## src/bbpm_regs.svh

```systemverilog
`ifndef BBPM_REGS_SVH
`define BBPM_REGS_SVH
`define BBPM_ADDR_W 8
`define BBPM_OFF_PORT_ENABLE 8'h58
`define BBPM_OFF_BUFFER_CONTROL 8'h59
`define BBPM_OFF_LEGACY_PORT_MAP 8'h5a
`define BBPM_OFF_CHIP_CONTROL 8'h40
`define BBPM_RST_BUFFER_CONTROL 8'h07
`define BBPM_RST_LEGACY_PORT_MAP 8'h00
`define BBPM_RST_PORT_ENABLE 8'h00
`define BBPM_RST_CHIP_CONTROL 8'h00
`define BBPM_MASK_BUFFER_CONTROL 8'h17
`define BBPM_MASK_PORT 8'h7f
`define BBPM_MASK_CHIP_CONTROL 8'h10
`define BBPM_BIT_SEC_POST 0
`define BBPM_BIT_PRI_POST 1
`define BBPM_BIT_DN_BURST 2
`define BBPM_BIT_UP_MULTI 4
`define BBPM_BIT_CHIP_UP_INHIBIT 4
`define BBPM_IO_W 16
`endif

```

## src/bbpm_pkg.sv

```systemverilog
package bbpm_pkg;
  typedef enum logic [1:0] {
    BBPM_IDLE = 2'b00,
    BBPM_DRAIN = 2'b01,
    BBPM_WAIT_TGT = 2'b10
  } bbpm_flow_e;
  typedef logic [7:0] bbpm_byte_t;
  typedef logic [15:0] bbpm_io_t;
endpackage

```

## src/bbpm_top.sv

```systemverilog
// Our own choice: the plain strobed port.
`timescale 1ns/1ps
`include "bbpm_regs.svh"
module bbpm_top (
  input wire logic mclk_i,
  input wire logic rst_i,
  input wire logic [7:0] addr_i,
  input wire logic [7:0] wdata_i,
  input wire logic wr_i,
  input wire logic rd_i,
  output bbpm_pkg::bbpm_byte_t rdata_o,
  // primary io address decode, one-cycle registered result
  input wire logic io_valid_i,
  input wire logic [15:0] io_addr_i,
  input wire logic io_window_hit_i,
  output logic claim_o,
  output logic forward_o,
  // burst policy
  output logic up_multi_line_o,
  output logic dn_burst_en_o,
  // write flow: src_valid_i offers a word, tgt_ack_i says target took one
  input wire logic pri_side_i,
  input wire logic src_valid_i,
  input wire logic src_last_i,
  input wire logic tgt_ack_i,
  input wire logic buf_empty_i,
  output logic src_accept_o,
  output logic src_hold_o,
  output logic drain_req_o
);
  import bbpm_pkg::*;

  typedef struct packed {
    bbpm_byte_t buf_ctl;
    bbpm_byte_t port_map;
    bbpm_byte_t port_en;
    bbpm_byte_t chip_ctl;
    bbpm_byte_t rdata;
    logic claim;
    logic forward;
    logic up_multi;
    logic dn_burst;
    bbpm_flow_e flow;
    logic last_pend;
    logic accept;
    logic hold;
    logic drain;
  } bbpm_state_s;

  bbpm_state_s st_reg;
  bbpm_state_s st_next;
  logic [6:0] hit;
  logic posted;

  bbpm_legacy_decode u_dec (
    .io_addr_i(io_addr_i),
    .hit_o(hit)
  );

  assign posted = pri_side_i ? st_reg.buf_ctl[`BBPM_BIT_PRI_POST]
                             : st_reg.buf_ctl[`BBPM_BIT_SEC_POST];

  always_comb begin
    st_next = st_reg;
    st_next.rdata = 8'h00;
    // reserved positions masked on write so they never steer anything
    if (wr_i) begin
      unique case (addr_i)
        `BBPM_OFF_BUFFER_CONTROL: st_next.buf_ctl = wdata_i & `BBPM_MASK_BUFFER_CONTROL;
        `BBPM_OFF_LEGACY_PORT_MAP: st_next.port_map = wdata_i & `BBPM_MASK_PORT;
        `BBPM_OFF_PORT_ENABLE: st_next.port_en = wdata_i & `BBPM_MASK_PORT;
        `BBPM_OFF_CHIP_CONTROL: st_next.chip_ctl = wdata_i & `BBPM_MASK_CHIP_CONTROL;
        default: ;
      endcase
    end
    // unmapped addresses read zero
    if (rd_i) begin
      unique case (addr_i)
        `BBPM_OFF_BUFFER_CONTROL: st_next.rdata = st_reg.buf_ctl;
        `BBPM_OFF_LEGACY_PORT_MAP: st_next.rdata = st_reg.port_map;
        `BBPM_OFF_PORT_ENABLE: st_next.rdata = st_reg.port_en;
        `BBPM_OFF_CHIP_CONTROL: st_next.rdata = st_reg.chip_ctl;
        default: st_next.rdata = 8'h00;
      endcase
    end
    st_next.up_multi = st_reg.buf_ctl[`BBPM_BIT_UP_MULTI] &
                       ~st_reg.chip_ctl[`BBPM_BIT_CHIP_UP_INHIBIT];
    st_next.dn_burst = st_reg.buf_ctl[`BBPM_BIT_DN_BURST];
    // a legacy hit with map bit clear vetoes the io window claim
    st_next.claim = 1'b0;
    st_next.forward = 1'b0;
    if (io_valid_i) begin
      if (|(hit & st_reg.port_en[6:0])) begin
        st_next.forward = |(hit & st_reg.port_en[6:0] & st_reg.port_map[6:0]);
        st_next.claim = st_next.forward;
      end else if (|hit) begin
        st_next.claim = io_window_hit_i & |(hit & st_reg.port_map[6:0]);
        st_next.forward = st_next.claim;
      end else begin
        st_next.claim = io_window_hit_i;
        st_next.forward = io_window_hit_i;
      end
    end
    // write flow; posted path takes every offered word at once
    st_next.accept = 1'b0;
    st_next.drain = 1'b0;
    unique case (st_reg.flow)
      BBPM_IDLE: begin
        st_next.hold = 1'b0;
        if (src_valid_i) begin
          if (posted) begin
            st_next.accept = 1'b1;
          end else if (!buf_empty_i) begin
            st_next.flow = BBPM_DRAIN;
            st_next.drain = 1'b1;
            st_next.hold = 1'b1;
          end else begin
            st_next.accept = 1'b1;
            st_next.last_pend = src_last_i;
            st_next.hold = 1'b1;
            st_next.flow = BBPM_WAIT_TGT;
          end
        end
      end
      BBPM_DRAIN: begin
        st_next.drain = ~buf_empty_i;
        // master is let go once drained; it must offer its word again
        if (buf_empty_i) begin
          st_next.hold = 1'b0;
          st_next.flow = BBPM_IDLE;
        end
      end
      BBPM_WAIT_TGT: begin
        // master stays held until the target takes the final word, or takes a word while no further word is offered
        if (tgt_ack_i) begin
          if (st_reg.last_pend) begin
            st_next.hold = 1'b0;
            st_next.flow = BBPM_IDLE;
          end else if (src_valid_i) begin
            st_next.accept = 1'b1;
            st_next.last_pend = src_last_i;
          end else begin
            st_next.flow = BBPM_IDLE;
            st_next.hold = 1'b0;
          end
        end
      end
      default: st_next.flow = BBPM_IDLE;
    endcase
  end

  always_ff @(posedge mclk_i or posedge rst_i) begin
    if (rst_i) begin
      st_reg <= '{buf_ctl: `BBPM_RST_BUFFER_CONTROL,
                  port_map: `BBPM_RST_LEGACY_PORT_MAP,
                  port_en: `BBPM_RST_PORT_ENABLE,
                  chip_ctl: `BBPM_RST_CHIP_CONTROL,
                  rdata: 8'h00,
                  claim: 1'b0,
                  forward: 1'b0,
                  up_multi: 1'b0,
                  dn_burst: 1'b1,
                  flow: BBPM_IDLE,
                  last_pend: 1'b0,
                  accept: 1'b0,
                  hold: 1'b0,
                  drain: 1'b0};
    end else begin
      st_reg <= st_next;
    end
  end

  assign rdata_o = st_reg.rdata;
  assign claim_o = st_reg.claim;
  assign forward_o = st_reg.forward;
  assign up_multi_line_o = st_reg.up_multi;
  assign dn_burst_en_o = st_reg.dn_burst;
  assign src_accept_o = st_reg.accept;
  assign src_hold_o = st_reg.hold;
  assign drain_req_o = st_reg.drain;
endmodule

```

## src/bbpm_legacy_decode.sv

```systemverilog
`timescale 1ns/1ps
`include "bbpm_regs.svh"
module bbpm_legacy_decode (
  input wire logic [15:0] io_addr_i,
  output logic [6:0] hit_o
);
  // inclusive on both ends; 10-bit alias ignored on purpose: full compare only
  function automatic logic in_range(input logic [15:0] a, input logic [15:0] lo,
                                    input logic [15:0] hi);
    in_range = (a >= lo) && (a <= hi);
  endfunction
  always_comb begin
    hit_o[0] = in_range(io_addr_i, 16'h03f8, 16'h03ff);
    hit_o[1] = in_range(io_addr_i, 16'h02f8, 16'h02ff);
    hit_o[2] = in_range(io_addr_i, 16'h03e8, 16'h03ef);
    hit_o[3] = in_range(io_addr_i, 16'h02e8, 16'h02ef);
    hit_o[4] = in_range(io_addr_i, 16'h03bc, 16'h03bf) ||
               in_range(io_addr_i, 16'h07bc, 16'h07bf);
    hit_o[5] = in_range(io_addr_i, 16'h0378, 16'h037f) ||
               in_range(io_addr_i, 16'h0778, 16'h077b);
    hit_o[6] = in_range(io_addr_i, 16'h0278, 16'h027f) ||
               in_range(io_addr_i, 16'h0678, 16'h067b);
  end
endmodule

```

## config.mk

```make
export PLATFORM = sky130hd
export DESIGN_NAME = bbpm_top
export DESIGN_NICKNAME = d
export VERILOG_FILES = /design/src/bbpm_pkg.sv /design/src/bbpm_top.sv /design/src/bbpm_legacy_decode.sv
export VERILOG_INCLUDE_DIRS = /design/src
export SDC_FILE = /design/constraint.sdc
export NUM_CORES = 1
export LEC_CHECK = 0
export BUFFER_PORTS_ARGS = -buffer_cell sky130_fd_sc_hd__clkbuf_2
export CAP_MARGIN = 20
export CORE_UTILIZATION = 56
export CTS_CLUSTER_SIZE = 20
export DETAILED_ROUTE_END_ITERATION = 10
export PLACE_DENSITY_LB_ADDON = 0.1
export SLEW_MARGIN = 20
export SYNTH_ARGS = -nofsm -noshare
export SYNTH_HDL_FRONTEND = slang
export SYNTH_SLANG_ARGS = --single-unit
```

## constraint.sdc

```tcl
create_clock -name mclk_i -period 3.46 [get_ports mclk_i]
set_input_delay 0.346 -clock mclk_i [delete_from_list [all_inputs] [get_ports mclk_i]]
set_output_delay 0.346 -clock mclk_i [all_outputs]
set_load 0.03 [all_outputs]
```

Word level (Yosys, flattened, before mapping). Index checks and enable logic that the tools add are counted.

Word-level logic and storage cells: 106. Bits in registers: 37.

Bitwise gates (word level): 7. Reduce and logical (&&, ||, !) cells: 27. Order comparisons: 20. Multiplexer cells: 26. Eq/ne operators: 12.

Operator list (number): $ge 16x10->1 const B (7); $le 16x10->1 const B (7); $ge 16x11->1 const B (3); $le 16x11->1 const B (3); $eq 8x7->1 const B (4); $pmux 7 s4 (1); $reduce_or 7->1 (4); $mux 2 (11); $and 7x7->7 (3); $logic_and 1x1->1 (10); $ne 2x2->1 const B (5); $reduce_and 5->1 (2); $reduce_and 2->1 (4); $mux 7 (1); $mux 1 (6); $mux 6 (1); $pmux 2 s3 (1); $mux 5 (1); $pmux 2 s2 (1); $reduce_and 4->1 (1); $logic_or 1x1->1 (3); $mux 3 (1); $ne 3x3->1 const B (1); $pmux 1 s3 (1); 8 further kinds (10).

Longest topological paths before layout.
Depth in word-level cells: 9. Mapped depth: 6. Mapped depth without buffers: 6.

By module. From an unflattened synthesis, not the netlist that was laid out.

Cells, all modules: 185. Area total of the unflattened synthesis: 1995.7 um^2.

By module, submodules not included: bbpm_top (cells each 165, instances 1, area an instance 1831.8 um^2); bbpm_legacy_decode (cells each 20, instances 1, area an instance 163.9 um^2).

Worst setup path after synthesis. OpenSTA, ideal clock, no wires.

Path type: input to register. Start point: input port addr_i[6]. End point: register st_reg[34] in the netlist's numbering. Data required time: 3.333 ns. Stages: 5. Data arrival time: 1.446 ns. Slack: 1.887 ns. Path through: nor2b_2 -> nand4_2 -> nor3b_4 -> nand2_4 -> mux2_1.

Word-level cells in the longest chain between the ends: 2.

RTL lines: from (decl) (line bbpm_top.sv:7) `input wire logic [7:0] addr_i,`; $eq 8x7->1 (line bbpm_top.sv:68) `unique case (addr_i)`; $reduce_and 2->1 (no source line); to (signal assigned) (line bbpm_top.sv:154) `` st_reg <= '{buf_ctl: `BBPM_RST_BUFFER_CONTROL, ``; to (signal assigned) (line bbpm_top.sv:169) `st_reg <= st_next;`; to (decl) (line bbpm_top.sv:50) `bbpm_state_s st_reg;`.

No other way between the ends. A chain may end at the register's enable or synchronous reset.

Final worst setup path.
Start point: register st_reg[38] in the netlist's numbering. End point: register st_reg (netlist bit claim_o).

Word-level cells in the longest chain between the ends: 6. Elaborated cells between the ends (all ways): 8. Classes of those cells: 3 x mux; 3 x bitwise; 2 x reduce/logical.

RTL lines: $and 7x7->7 (line bbpm_top.sv:97) `st_next.claim = io_window_hit_i & |(hit & st_reg.port_map[6:0]);`; $reduce_or 7->1 (line bbpm_top.sv:97); $and 1x1->1 (line bbpm_top.sv:97); $mux 2 (line bbpm_top.sv:96) `end else if (|hit) begin`; $mux 2 (*) (line bbpm_top.sv:93) `if (|(hit & st_reg.port_en[6:0])) begin`; $mux 2 (*) (line bbpm_top.sv:92) `if (io_valid_i) begin`.

Every way passes the cells marked *; elsewhere a longest branch is shown, timed or not.

==> results.toml <==
[floorplan]
initial_core_util_pct = 59.5
std_cell_rows = 21
die_x_um = 62.0
die-height_um = 62.0
ioPinCount = 58
die-area_um2 = 3840
core_area_um2 = 3390

[clock_tree]
clk_pin_slew_worst_paths_ns = 0.11
cts_sinks = 35
cts_made_buffers = 5
clk_latency_ns = 0.34
root_buffer = "clkbuf_4"
cts_tree = "done"
clockBufferDepth = 2
htreeDepth = 2

[power]
combPwrFrac_pct = 25.6
power.internal_uw = 645
clkPwrFrac_pct = 24.1
p_seq_share_pct = 50.4
powerDensity_nw_per_um2 = 407
leakage_nw = 1.16
power_switching_uw = 309
swShare_pct = 32.4
irDropWorstVdd_v = 0.000325

[yosys]
syn_nets = 236
synth_top_area_share_pct = 38.5
yosysUniqueCellTypes = 54
avgSynthCellArea_um2 = 10.7
synth_xor_area_share_pct = 0
synth_area_um2 = 2020
ys_ff_latch = 35
synth_edf_count = 0
ys_seq_area_share_pct = 43.7
yosys.area_share.simple_pct = 19.2
synth_compound_area_share_pct = 16.9
synthFlopType = "dfrtp_1"
synthArstFlopShare_pct = 100
synth_top_family_by_area = "simple AND/OR/NAND/NOR gates"
ys.warnings.count = 0
synth-adder-area-share_pct = 2.48
yosysTopAreaCell = "dfrtp_1"
synthMuxAreaShare_pct = 11.6
postSynthCellCount = 189
synthTopCellsByArea = "dfrtp_1, mux2_1, dfstp_2"

[global_routing]
grt_antenna_before_repair = 0
grt_pass1_wl_mm = 6.99
grt_pass1_vias = 1524
grt_overflow = 0
grt_max_degree = 24
track_usage_pct = 25.6

[critical_path]
path_cells = "and4b_1 -> a21boi_0 -> a2111oi_0 -> a2111oi_0 -> o32ai_1"
cp_common_cell = "a2111oi_0"
worst_ep_arrival_time_ns = 1.92
crit_path_max_fanout = 3
crit_required_ns = 3.65
slowest_stage = "a2111oi_0"
crit_type = "reg2reg"
max_stage_delay_ns = 0.45
crit_path_start_kind = "flip-flop"
end_kind = "flip-flop"
cp_num_buf_inv = 0
path_delay_family = "compound AO/OA/AOI/OAI gates"

[timing]
fin_tns_setup_ns = 0
fmax_mhz = 579
clock-skew-final_ns = 0.00992
fin_crit_sh_pct = 49.9
max-slew-margin-rel_pct = 53.9
worst_pin_slew_ns = 0.683
setup_viol = 0
finalMaxSlewViolations = 0
hold_viol = 0
rsz0062_at_grt = "no"
period_needed_ns = 1.73

[placement]
place_congestion = 0.909
dp_hpwl_mm = 3.55
place_inst = 279
port-buffer-count = 55

[cells_and_area]
fin_cells = 288
largest_reg_flops = 21
drive_gt1_share_pct = 32.6
area_growth_pct = 16.4
finalNetCount = 288
diodes = 0

[drt]
wl_per_cell_um = 15.6
first_iter_violations = 153
drt_wl_total_mm = 4.48
drc = 0
drt_pass1_iterations = 6
ant_nets = 0
via_per_inst = 6.15
vias = 1771

[worst_hold_path]
holdCritPathClass = "in2reg"

[flow_run]
drv_cap = 0

[run_status]
status = "completed"
==> path summary, 6_finish.rpt <==
kind | from | end | slack [ns] | cells past startpoint
max | st_reg[38] | claim_o | 1.73 | 5
min | wdata_i[6] | st_reg[32] | 0.24 | 2
max reg2reg | st_reg[38] | claim_o | 1.73 | 5
min reg2reg | st_next[6] | dn_burst_en_o | 0.39 | 0
max in group asynchronous | rst_i | dn_burst_en_o | 2.20 | 4
min in group asynchronous | rst_i | drain_req_o | 0.55 | 3
==> per-stage QoR <==
step                util, %  total power, mW  instance area [um2]  hold slack (ns)  setup slack (ns)
floorplan                 -            0.648                 2020            0.359              1.89
global placement       67.1            0.714                 2280            0.352              1.57
detailed placement     67.1            0.729                 2280            0.360              1.54
CTS                    69.2            0.962                 2350            0.231              1.78
global route           69.2             1.02                 2350            0.227              1.69
finish                 69.2            0.954                 2350            0.238              1.73
==> synth_stat cells, types with 3 or more instances <==
| master | instances |
|---|---|
| dfrtp_1 | 31 |
| mux2_1 | 19 |
| nand2_1 | 12 |
| inv_1 | 10 |
| nor2_1 | 10 |
| buf_4 | 9 |
| a21oi_1 | 8 |
| nand3_1 | 6 |
| nand4_1 | 5 |
| a222oi_1 | 4 |
| a31oi_1 | 4 |
| dfstp_2 | 4 |
| ha_1 | 4 |
| nand4b_1 | 4 |
| o21ai_0 | 4 |
| a211oi_1 | 3 |
| a22oi_1 | 3 |
| and3b_1 | 3 |
| nor4_1 | 3 |
==> worst register-to-register path, stage by stage, from the launching register on <==
cell	delay, ns
dfrtp_1	0.43
and4b_1	0.23
a21boi_0	0.18
a2111oi_0	0.10
a2111oi_0	0.45
o32ai_1	0.19
==> power by group through the flow <==
stage / sequential, mW / combinational, mW / clock (mW)
final: 0.480 / 0.244 / 0.229
after floorplan: 0.508 / 0.140 / 0
after CTS: 0.480 / 0.244 / 0.238
after detailed placement: 0.488 / 0.241 / 0
after global placement: 0.485 / 0.230 / 0
after global routing: 0.486 / 0.276 / 0.255
==> logic make-up (layout without fill, tap and decap cells) <==
kind of cell,count (synthesis),after routing
multiplexers,21,21
other,1,1
flip-flops,35,35
AO/OA/AOI/OAI,45,45
adder cells (fa/ha/maj),4,4
AND/OR/NAND/NOR,61,61
buffers and inverters,22,75
==> final cells by class <==
class / instances / area, um2
Fill cell: 270 / 1040
Clock inverter: 1 / 5.00
Sequential cell: 35 / 881
Multi-Input combinational cell: 132 / 1020
Tap cell: 46 / 57.6
Clock buffer: 7 / 55.1
Inverter: 10 / 37.5
Timing Repair Buffer: 57 / 293
==> cells in the final DEF (no fill, tap or decap), types with 3 or more instances in the layout <==
cell	count
nand4_1	5
clkbuf_2	55
inv_1	10
a31oi_1	4
clkbuf_4	5
a21oi_1	8
ha_1	4
a222oi_1	4
nor2_1	10
dfstp_2	4
nor4_1	3
nand2_1	12
and3b_1	3
nand4b_1	4
a211oi_1	3
nand3_1	6
dfrtp_1	31
o21ai_0	4
mux2_1	19
a22oi_1	3
==> repair_timing <==
| action | CTS | global route |
|---|---|---|
| buffers inserted | 0 | 0 |
| gates resized for setup | 0 | 0 |
| hold endpoints to repair | 12 | 0 |
| hold buffers | 1 | 0 |
==> layer usage <==
metal,part of all wire [%],GRT usage (%),vias to the layer above
met2,50,41.8,73
met5,0,0,-
li1,-,-,823
met1,43,33.2,863
met3,5.3,4.35,12
met4,1.9,11.7,0
Note: power is estimated with default switching activity, not from simulation.
